File: src/rtl/acw_pkg.sv
package acw_pkg;
    // Control word geometry
    localparam int          CW_WIDTH      = 14;
    localparam int          WORD_WIDTH    = 16;
    localparam int          BYTE_WIDTH    = 8;
    localparam logic [13:0] CW_RESET      = 14'h0000;
    localparam logic [13:0] CW_LIVE_MASK  = 14'h03FF;
    // Bit positions inside the control word
    localparam int POS_CAL_LAUNCH  = 0;
    localparam int POS_CAL_SEL_LO  = 1;
    localparam int POS_CAL_SEL_HI  = 2;
    localparam int POS_CAL_KIND    = 3;
    localparam int POS_CONV_LAUNCH = 4;
    localparam int POS_RANGE       = 5;
    localparam int POS_RD_SEL_LO   = 6;
    localparam int POS_RD_SEL_HI   = 7;
    localparam int POS_PM_LO       = 8;
    localparam int POS_PM_HI       = 9;
    // Word address field of the assembled 16-bit word
    localparam int          POS_ADDR_LO   = 14;
    localparam int          POS_ADDR_HI   = 15;
    localparam logic [1:0]  ADDR_NONE     = 2'h0;
    localparam logic [1:0]  ADDR_TEST     = 2'h1;
    localparam logic [1:0]  ADDR_CAL      = 2'h2;
    localparam logic [1:0]  ADDR_CTRL     = 2'h3;
    // Read selection codes
    localparam logic [1:0]  RD_RESULT     = 2'h0;
    localparam logic [1:0]  RD_TEST       = 2'h1;
    localparam logic [1:0]  RD_CAL        = 2'h2;
    localparam logic [1:0]  RD_STATUS     = 2'h3;
    // Status word fixed fields
    localparam logic [5:0]  STATUS_ZEROS  = 6'h00;
    localparam logic [1:0]  STATUS_ONES   = 2'h3;
    // Calibration selection codes
    localparam logic [1:0]  CSEL_FULL     = 2'h0;
    localparam logic [1:0]  CSEL_GAIN_OFS = 2'h1;
    localparam logic [1:0]  CSEL_OFS      = 2'h2;
    localparam logic [1:0]  CSEL_GAIN     = 2'h3;

    typedef enum logic [2:0] {
        CAL_STEP_DAC      = 3'b000,
        CAL_STEP_INT_GAIN = 3'b001,
        CAL_STEP_INT_OFS  = 3'b010,
        CAL_STEP_SYS_GAIN = 3'b011,
        CAL_STEP_SYS_OFS  = 3'b100
    } acw_cal_step_t;

    typedef enum logic [1:0] {
        SEQ_IDLE  = 2'b00,
        SEQ_ISSUE = 2'b01,
        SEQ_WAIT  = 2'b10
    } acw_seq_state_t;
endpackage

File: src/rtl/acw_byte_pair.sv
module acw_byte_pair
    import acw_pkg::*;
(
    // Clock and reset
    input  wire logic                  clk,
    input  wire logic                  rst,
    // Byte side
    input  wire logic                  byte_stb,
    input  wire logic [BYTE_WIDTH-1:0] byte_in,
    // Word side
    output logic                       word_stb,
    output logic [WORD_WIDTH-1:0]      word
);
    logic                  high_next_r;
    logic [BYTE_WIDTH-1:0] low_r;

    // Low byte first, high byte completes the word
    always_ff @(posedge clk or posedge rst)
    begin
        if (rst)
        begin
            high_next_r <= 1'b0;
            low_r       <= '0;
        end
        else if (byte_stb)
        begin
            high_next_r <= ~high_next_r;
            if (!high_next_r)
                low_r <= byte_in;
        end
    end

    always_ff @(posedge clk or posedge rst)
    begin
        if (rst)
        begin
            word_stb <= 1'b0;
            word     <= '0;
        end
        else
        begin
            word_stb <= byte_stb & high_next_r;
            if (byte_stb && high_next_r)
                word <= {byte_in, low_r};
        end
    end
endmodule

File: src/rtl/acw_cal_seq.sv
module acw_cal_seq
    import acw_pkg::*;
(
    // Clock and reset
    input  wire logic          clk,
    input  wire logic          rst,
    // Request
    input  wire logic          start,
    input  wire logic          kind,
    input  wire logic [1:0]    sel,
    // Analog calibration steps
    output logic               step_start,
    output acw_cal_step_t      step,
    input  wire logic          step_done,
    // Progress
    output logic               busy,
    output logic               done
);
    acw_seq_state_t state_r;
    logic           kind_r;
    logic [1:0]     sel_r;
    logic [1:0]     idx_r;
    logic [1:0]     last_idx;

    function automatic acw_cal_step_t step_of(input logic k, input logic [1:0] s,
                                               input logic [1:0] i);
        acw_cal_step_t g;
        acw_cal_step_t o;
        g = k ? CAL_STEP_SYS_GAIN : CAL_STEP_INT_GAIN;
        o = k ? CAL_STEP_SYS_OFS : CAL_STEP_INT_OFS;
        if (s == CSEL_FULL)
            step_of = (i == 2'd0) ? CAL_STEP_DAC : ((i == 2'd1) ? g : o);
        else if (s == CSEL_GAIN_OFS)
            step_of = (i == 2'd0) ? g : o;
        else if (s == CSEL_OFS)
            step_of = o;
        else
            step_of = g;
    endfunction

    assign last_idx = (sel_r == CSEL_FULL) ? 2'd2 : ((sel_r == CSEL_GAIN_OFS) ? 2'd1 : 2'd0);
    assign busy     = (state_r != SEQ_IDLE);

    always_ff @(posedge clk or posedge rst)
    begin
        if (rst)
        begin
            state_r    <= SEQ_IDLE;
            kind_r     <= 1'b0;
            sel_r      <= CSEL_FULL;
            idx_r      <= 2'd0;
            step_start <= 1'b0;
            step       <= CAL_STEP_DAC;
            done       <= 1'b0;
        end
        else
        begin
            step_start <= 1'b0;
            done       <= 1'b0;
            case (state_r)
                SEQ_IDLE:
                    if (start)
                    begin
                        kind_r  <= kind;
                        sel_r   <= sel;
                        idx_r   <= 2'd0;
                        state_r <= SEQ_ISSUE;
                    end
                SEQ_ISSUE:
                begin
                    step_start <= 1'b1;
                    step       <= step_of(kind_r, sel_r, idx_r);
                    state_r    <= SEQ_WAIT;
                end
                SEQ_WAIT:
                    if (step_done)
                    begin
                        if (idx_r == last_idx)
                        begin
                            done    <= 1'b1;
                            state_r <= SEQ_IDLE;
                        end
                        else
                        begin
                            idx_r   <= idx_r + 2'd1;
                            state_r <= SEQ_ISSUE;
                        end
                    end
                default:
                    state_r <= SEQ_IDLE;
            endcase
        end
    end
endmodule

File: src/rtl/acw_decoder.sv
// Behaviour
// Control word is 14-bit, write only
// Control write only with address 11
// Power-up clears every control bit
// Host writes zeros into bits 13..10
// Bits 9..8 pick power-down mode
// Bits 7..6 pick read source
// Range bit 0: unipolar, straight binary
// Range bit 1: bipolar, twos complement
// Conversion launch bit starts one conversion
// Conversion launch bit self-clears when done
// Bit 3: self or system calibration
// With launch, select bits pick calibration
// Calibration launch bit self-clears when done
// Without launch, select bits target coefficients
// Self 00: DAC, gain, offset
// Self 01 gain+offset, 10 offset, 11 gain
// System 00: DAC, gain, offset
// System 01 gain+offset, 10 offset, 11 gain
// Word arrives low byte then high
// Read codes: result, test, cal, status
// Result reads carry four leading zeros
// Status bit 4 shows busy
// Reserved upper bits have no effect
module acw_decoder
    import acw_pkg::*;
#(
    parameter int RESULT_WIDTH = 12
)
(
    // Clock and reset
    input  wire logic                   CLOCK,
    input  wire logic                   RST,
    // Host parallel port
    input  wire logic                   CS_N,
    input  wire logic                   WR_N,
    input  wire logic                   RD_N,
    input  wire logic                   HIGH_BYTE_SEL,
    input  wire logic [7:0]             DB_IN,
    output logic [7:0]                  DB_OUT,
    output logic                        DB_OE,
    // Conversion core
    input  wire logic [RESULT_WIDTH-1:0] RESULT_RAW,
    input  wire logic                   CONV_DONE,
    output logic                        CONV_START,
    // Calibration core
    output logic                        CAL_STEP_START,
    output acw_pkg::acw_cal_step_t      CAL_STEP,
    input  wire logic                   CAL_STEP_DONE,
    output logic                        CAL_WRITE_STB,
    output logic [13:0]                 CAL_WRITE_DATA,
    output logic                        CAL_POINTER_RESET,
    input  wire logic [15:0]            CAL_READ_DATA,
    output logic                        CAL_READ_ADVANCE,
    // Mode outputs
    output logic [1:0]                  POWER_MGMT,
    output logic                        BIPOLAR_RANGE,
    output logic                        CAL_KIND,
    output logic [1:0]                  CAL_SELECT,
    output logic [1:0]                  READ_SELECT,
    output logic                        BUSY
);
    generate
        if (RESULT_WIDTH < 2 || RESULT_WIDTH > CW_WIDTH)
        begin : g_bad_width
            $error("RESULT_WIDTH must be 2..14");
        end
    endgenerate

    localparam int NPIN = 12;

    logic [NPIN-1:0]       pin_meta_r;
    logic [NPIN-1:0]       pin_sync_r;
    logic [NPIN-1:0]       pins_raw;
    logic                  cs_n_s;
    logic                  wr_n_s;
    logic                  rd_n_s;
    logic                  hbs_s;
    logic [7:0]            db_s;
    logic                  wr_n_d_r;
    logic                  rd_n_d_r;
    logic                  cs_n_d_r;
    logic                  byte_wr;
    logic                  rd_end;
    logic                  word_stb;
    logic [WORD_WIDTH-1:0] word;
    logic [1:0]            word_addr;
    logic                  ctrl_wr;
    logic [CW_WIDTH-1:0]   cw_r;
    logic [CW_WIDTH-1:0]   cw_in;
    logic [CW_WIDTH-1:0]   test_r;
    logic                  conv_busy;
    logic                  seq_busy;
    logic                  seq_done;
    logic                  seq_start_r;
    logic [RESULT_WIDTH-1:0] result_coded;
    logic [WORD_WIDTH-1:0] status_word;
    logic [WORD_WIDTH-1:0] rd_word;
    logic [WORD_WIDTH-1:0] rd_word_r;

    // Two-flop synchronisers for every pin input
    assign pins_raw = {CS_N, WR_N, RD_N, HIGH_BYTE_SEL, DB_IN};

    genvar gi;
    generate
        for (gi = 0; gi < NPIN; gi++)
        begin : g_sync
            always_ff @(posedge CLOCK or posedge RST)
            begin
                if (RST)
                begin
                    pin_meta_r[gi] <= 1'b1;
                    pin_sync_r[gi] <= 1'b1;
                end
                else
                begin
                    pin_meta_r[gi] <= pins_raw[gi];
                    pin_sync_r[gi] <= pin_meta_r[gi];
                end
            end
        end
    endgenerate

    assign cs_n_s = pin_sync_r[11];
    assign wr_n_s = pin_sync_r[10];
    assign rd_n_s = pin_sync_r[9];
    assign hbs_s  = pin_sync_r[8];
    assign db_s   = pin_sync_r[7:0];

    // Strobe edge detection
    always_ff @(posedge CLOCK or posedge RST)
    begin
        if (RST)
        begin
            wr_n_d_r <= 1'b1;
            rd_n_d_r <= 1'b1;
            cs_n_d_r <= 1'b1;
        end
        else
        begin
            wr_n_d_r <= wr_n_s;
            rd_n_d_r <= rd_n_s;
            cs_n_d_r <= cs_n_s;
        end
    end

    // Strobe rising edge; select as it stood while the strobe was low
    assign byte_wr = wr_n_s & ~wr_n_d_r & ~cs_n_d_r;
    assign rd_end  = rd_n_s & ~rd_n_d_r & ~cs_n_d_r;

    acw_byte_pair u_pair
    (
        .clk      (CLOCK),
        .rst      (RST),
        .byte_stb (byte_wr),
        .byte_in  (db_s),
        .word_stb (word_stb),
        .word     (word)
    );

    assign word_addr = word[POS_ADDR_HI:POS_ADDR_LO];
    assign ctrl_wr   = word_stb && (word_addr == ADDR_CTRL);
    assign cw_in     = word[CW_WIDTH-1:0] & CW_LIVE_MASK;

    // Control word; launch bits clear themselves, a new launch wins
    always_ff @(posedge CLOCK or posedge RST)
    begin
        if (RST)
            cw_r <= CW_RESET;
        else if (ctrl_wr)
            cw_r <= cw_in;
        else
        begin
            if (CONV_DONE)
                cw_r[POS_CONV_LAUNCH] <= 1'b0;
            if (seq_done)
                cw_r[POS_CAL_LAUNCH] <= 1'b0;
        end
    end

    // Conversion launch pulse
    always_ff @(posedge CLOCK or posedge RST)
    begin
        if (RST)
            CONV_START <= 1'b0;
        else
            CONV_START <= ctrl_wr & cw_in[POS_CONV_LAUNCH];
    end

    assign conv_busy = cw_r[POS_CONV_LAUNCH];

    // Calibration launch request
    always_ff @(posedge CLOCK or posedge RST)
    begin
        if (RST)
            seq_start_r <= 1'b0;
        else
            seq_start_r <= ctrl_wr & cw_in[POS_CAL_LAUNCH];
    end

    acw_cal_seq u_seq
    (
        .clk        (CLOCK),
        .rst        (RST),
        .start      (seq_start_r),
        .kind       (cw_r[POS_CAL_KIND]),
        .sel        (cw_r[POS_CAL_SEL_HI:POS_CAL_SEL_LO]),
        .step_start (CAL_STEP_START),
        .step       (CAL_STEP),
        .step_done  (CAL_STEP_DONE),
        .busy       (seq_busy),
        .done       (seq_done)
    );

    // Test register and calibration coefficient writes
    always_ff @(posedge CLOCK or posedge RST)
    begin
        if (RST)
            test_r <= '0;
        else if (word_stb && word_addr == ADDR_TEST)
            test_r <= word[CW_WIDTH-1:0];
    end

    always_ff @(posedge CLOCK or posedge RST)
    begin
        if (RST)
        begin
            CAL_WRITE_STB     <= 1'b0;
            CAL_WRITE_DATA    <= '0;
            CAL_POINTER_RESET <= 1'b0;
            CAL_READ_ADVANCE  <= 1'b0;
        end
        else
        begin
            CAL_WRITE_STB     <= word_stb && word_addr == ADDR_CAL;
            CAL_POINTER_RESET <= ctrl_wr;
            CAL_READ_ADVANCE  <= rd_end & hbs_s & (cw_r[POS_RD_SEL_HI:POS_RD_SEL_LO] == RD_CAL);
            if (word_stb && word_addr == ADDR_CAL)
                CAL_WRITE_DATA <= word[CW_WIDTH-1:0];
        end
    end

    // Mode outputs registered from the control word; BUSY also takes the sequencer busy
    always_ff @(posedge CLOCK or posedge RST)
    begin
        if (RST)
        begin
            POWER_MGMT    <= 2'h0;
            BIPOLAR_RANGE <= 1'b0;
            CAL_KIND      <= 1'b0;
            CAL_SELECT    <= CSEL_FULL;
            READ_SELECT   <= RD_RESULT;
            BUSY          <= 1'b0;
        end
        else
        begin
            POWER_MGMT    <= cw_r[POS_PM_HI:POS_PM_LO];
            BIPOLAR_RANGE <= cw_r[POS_RANGE];
            CAL_KIND      <= cw_r[POS_CAL_KIND];
            CAL_SELECT    <= cw_r[POS_CAL_SEL_HI:POS_CAL_SEL_LO];
            READ_SELECT   <= cw_r[POS_RD_SEL_HI:POS_RD_SEL_LO];
            BUSY          <= conv_busy | seq_busy;
        end
    end

    // Offset binary from the core; flipping the MSB gives twos complement
    assign result_coded = cw_r[POS_RANGE]
                        ? {~RESULT_RAW[RESULT_WIDTH-1], RESULT_RAW[RESULT_WIDTH-2:0]}
                        : RESULT_RAW;

    assign status_word = {STATUS_ZEROS,
                          cw_r[POS_PM_HI:POS_PM_LO],
                          STATUS_ONES,
                          cw_r[POS_RANGE],
                          conv_busy | seq_busy,
                          cw_r[POS_CAL_KIND],
                          cw_r[POS_CAL_SEL_HI:POS_CAL_SEL_LO],
                          seq_busy};

    // Read source; the control word itself is never a source
    always_comb
    begin
        rd_word = '0;
        if (cw_r[POS_RD_SEL_HI:POS_RD_SEL_LO] == RD_RESULT)
            rd_word = {{(WORD_WIDTH-RESULT_WIDTH){1'b0}}, result_coded};
        else if (cw_r[POS_RD_SEL_HI:POS_RD_SEL_LO] == RD_TEST)
            rd_word = {2'h0, test_r};
        else if (cw_r[POS_RD_SEL_HI:POS_RD_SEL_LO] == RD_CAL)
            rd_word = CAL_READ_DATA;
        else
            rd_word = status_word;
    end

    always_ff @(posedge CLOCK or posedge RST)
    begin
        if (RST)
            rd_word_r <= '0;
        else
            rd_word_r <= rd_word;
    end

    always_ff @(posedge CLOCK or posedge RST)
    begin
        if (RST)
            DB_OUT <= 8'h00;
        else
            DB_OUT <= hbs_s ? rd_word_r[15:8] : rd_word_r[7:0];
    end

    assign DB_OE = ~cs_n_s & ~rd_n_s;
endmodule

File: config.mk
export PLATFORM = sky130hd
export DESIGN_NAME = acw_decoder
export DESIGN_NICKNAME = d
export VERILOG_FILES = /design/src/rtl/acw_pkg.sv /design/src/rtl/acw_byte_pair.sv /design/src/rtl/acw_cal_seq.sv /design/src/rtl/acw_decoder.sv
export SDC_FILE = /design/constraint.sdc
export NUM_CORES = 1
export LEC_CHECK = 0
export ABC_AREA = 1
export BUFFER_PORTS_ARGS = -buffer_cell sky130_fd_sc_hd__buf_2
export CORE_ASPECT_RATIO = 0.6
export CORE_MARGIN = 1.5
export CORE_UTILIZATION = 50
export CTS_BUF_LIST = sky130_fd_sc_hd__clkbuf_8
export CTS_CLUSTER_SIZE = 20
export DETAILED_ROUTE_END_ITERATION = 6
export GPL_TIMING_DRIVEN = 1
export MAX_ROUTING_LAYER = met4
export PLACE_DENSITY = 0.72
export SLEW_MARGIN = 20
export SYNTH_ARGS = -nofsm -noshare
export SYNTH_HDL_FRONTEND = slang
export SYNTH_HIERARCHICAL = 1
export SYNTH_SLANG_ARGS = --single-unit
File: constraint.sdc
create_clock -name CLOCK -period 4.2 [get_ports CLOCK]
set_input_delay 0.42 -clock CLOCK [delete_from_list [all_inputs] [get_ports CLOCK]]
set_output_delay 0.42 -clock CLOCK [all_outputs]
set_load 0.03 [all_outputs]
==> key figures <==
Flow run
  • Max Cap Violations: 0

Global route
  • Largest net degree at the start of global routing: between 70 and 80
  • Vias in the first global route: about 3,700
  • Combined global-route utilization of all metal layers: approximately 22%
  • Total global routing overflow: 0
  • First-pass GRT wire length: ~18 mm
  • Initial antenna violation count: 0

Clock tree
  • Post-cts sizing count: 0
  • Cell at the root of the clock tree: sky130_fd_sc_hd__clkbuf_8
  • Clock tree from TritonCTS: yes
  • Worst skew pair latency: roughly 0.43 ns
  • Longest Clk Path Bufs: 2
  • Total clock sinks: approximately 140
  • Number of buffers inserted by post-CTS setup repair: 0
  • Number of H-tree levels: 4
  • CTS hold repair buffers: 0
  • Inserted Clock Buffers: 17
  • Register clock-pin slew on the reported worst setup and hold paths: about 0.08 ns

Setup path
  • Cell-by-cell trace of the critical path: nor2_1, nor2_1, nand3_1, nand2_1
  • Data required time of the critical path: ~4.5 ns
  • Register-to-register setup slack: roughly 2.5 ns
  • Critical Path End Type: register
  • Type of the worst setup path: register to register
  • Data arrival, critical path: roughly 2.1 ns
  • Worst reg2reg endpoint: rd_word_r[2]
  • Critical Path Fanout Max: 14
  • Crit start category: register
  • Most Frequent Cell on Critical Path: sky130_fd_sc_hd__nor2_1
  • Worst flop-to-flop path startpoint: cw_r[7]
  • Slowest CP cell: sky130_fd_sc_hd__nor2_1
  • Peak per-stage delay on the critical path: about 0.8 ns
  • Register-to-Register Path Depth: 4

Timing
  • Total setup violations reported at the end of the flow: 0
  • Worst hold slack after final layout: roughly 0.011 ns
  • Worst clock skew on the final layout: roughly 0.010 ns
  • Slew at the pin with the worst max-slew slack: 0.9450 ns
  • Setup repair after global routing missed its margin: false
  • Worst-case setup margin in the final layout: between 2 and 2.5 ns
  • Final min period: 1.739 ns
  • Number of hold-slack violations in the final timing report: 0
  • Final worst-path cycle share: roughly 41%
  • Slew Limit Fails: 0
  • Worst slew margin relative to its limit: a little under two fifths
  • Max Clk Rate: approximately 0.58 GHz
  • Final setup TNS: 0 ns

Synth
  • Number of warnings printed during yosys synthesis: 6
  • Net count of the mapped netlist: 564
  • Syn Inst Count: ~500
  • Mapped Area: between 0.005 and 0.006 mm2
  • Synth Area per Inst: between 10 and 15 um2

Layout
  • Final net count: 650
  • Cell Count, Final, Fillers Out: between 700 and 800
  • Antenna diode instance count: 0
  • Fraction of layout cells with a size suffix above 1: 26.71%
  • Cell area after layout: just over 0.006 mm2
  • Syn-to-layout area delta: 15.52%

Drt
  • DRC violation count after routing: 0
  • Remaining antenna violation count: 0
  • Drt via density: about 5.1
  • Iter 0 DRT Violations: between 200 and 300
  • Overall routed net length: roughly 11 mm
  • Total number of vias: between 3,000 and 4,000
  • Routed len/inst: between 10 and 15 um
  • Number of detailed-route iterations in the first pass: 4

Hold path
  • Tightest Hold Check Type: input port to async pin

Place
  • Post-detailed-placement half-perimeter wirelength: about 7.6 mm
  • Area post-placement: 0.005739 mm2
  • Routability congestion estimate from global placement: around 0.83
  • Pre-CTS setup slack: 2.498 ns
  • Cell count after placement: between 700 and 800
  • Count of buffers from port buffering: between 80 and 90

Die
  • Die outline width: 135.6 um
  • Starting Density: 52.44%
  • Area of the die: approximately 0.011 mm2
  • Number of rows in the core area: 28
  • Area of the placeable core: 0.01005 mm2
  • Top-level port count: between 80 and 90
  • Die boundary height: around 83 um

Power
  • IR Drop Worst-Case VDD: 0.0003994 V
  • Leakage component of the power: 0.003258 uW
  • Power density over the cells: 665.9 mW/mm2

Run status
  • Run status: complete, no violations
==> sequential cells by signal, indices dropped and copies added, names as in the netlist, 3 cells and up <==
register,flops
CAL_WRITE_DATA,14
DB_OUT,8
cw_r,9
db_s,8
pin_meta_r,12
rd_word_r,16
test_r,14
u_pair/low_r,8
u_pair/word,16
u_seq/step,3
==> worst max-delay path by stage <==
| stage | cells past startpoint | endpoint | from |
|---|---|---|---|
| floorplan | 1 | BIPOLAR_RANGE | RST |
| finish | 4 | rd_word_r[2] | cw_r[7] |
| global placement | 3 | pin_meta_r[8] | RST |
| CTS | 4 | rd_word_r[2] | cw_r[7] |
| detailed placement | 4 | rd_word_r[2] | cw_r[7] |
| global route | 3 | CAL_WRITE_DATA[11] | u_pair/word[14] |
==> worst max-delay path: cells and delay by family, from the launching register on <==
kind	cells	cell delay, ns
DFF	1	0.54
and+or+nand+nor	4	1.08
==> per-stage QoR <==
stage / total power, uW / util [%]
2_1_floorplan: 2776 / -
3_3_place_gp: 3063 / 57.08
3_5_place_dp: 3111 / 57.08
4_1_cts: 4083 / 60.58
5_1_grt: 4333 / 60.58
6_report: 4056 / 60.58
==> placed cells by master (no fill, tap or decap), types with 3 or more instances in the layout <==
cell	instances
sky130_fd_sc_hd__ha_1	5
sky130_fd_sc_hd__clkbuf_8	18
sky130_fd_sc_hd__buf_2	83
sky130_fd_sc_hd__dfrtp_1	112
sky130_fd_sc_hd__nand2_4	3
sky130_fd_sc_hd__nand4_1	4
sky130_fd_sc_hd__dfstp_2	27
sky130_fd_sc_hd__o21ai_0	41
sky130_fd_sc_hd__nand3b_1	4
sky130_fd_sc_hd__or2_2	5
sky130_fd_sc_hd__clkinv_2	10
sky130_fd_sc_hd__nor2_1	31
sky130_fd_sc_hd__inv_2	4
sky130_fd_sc_hd__inv_1	39
sky130_fd_sc_hd__nand2_1	159
sky130_fd_sc_hd__nand3_1	44
==> cell type report <==
type,count,area [um2]
clock buffer,18,247.7
clock inverter,14,103.9
fill,827,3964
inverter,44,167.7
multi-input combinational,314,1460
sequential,139,3512
tap,135,168.9
timing repair buffer,85,430.4
==> where the power goes <==
part	internal, uW	switching (uW)	total, uW
Clock	473	491	964
Combinational	337	762	1100
Sequential	1740	257	1990
Total	2550	1510	4060
==> routing by layer <==
layer	GRT usage (%)	share of wire, %
met4	7.742	1.1
met5	-	0
met3	5.433	6.0
met1	31.89	49
met2	31.22	44
(Power assumes the default switching activity.)
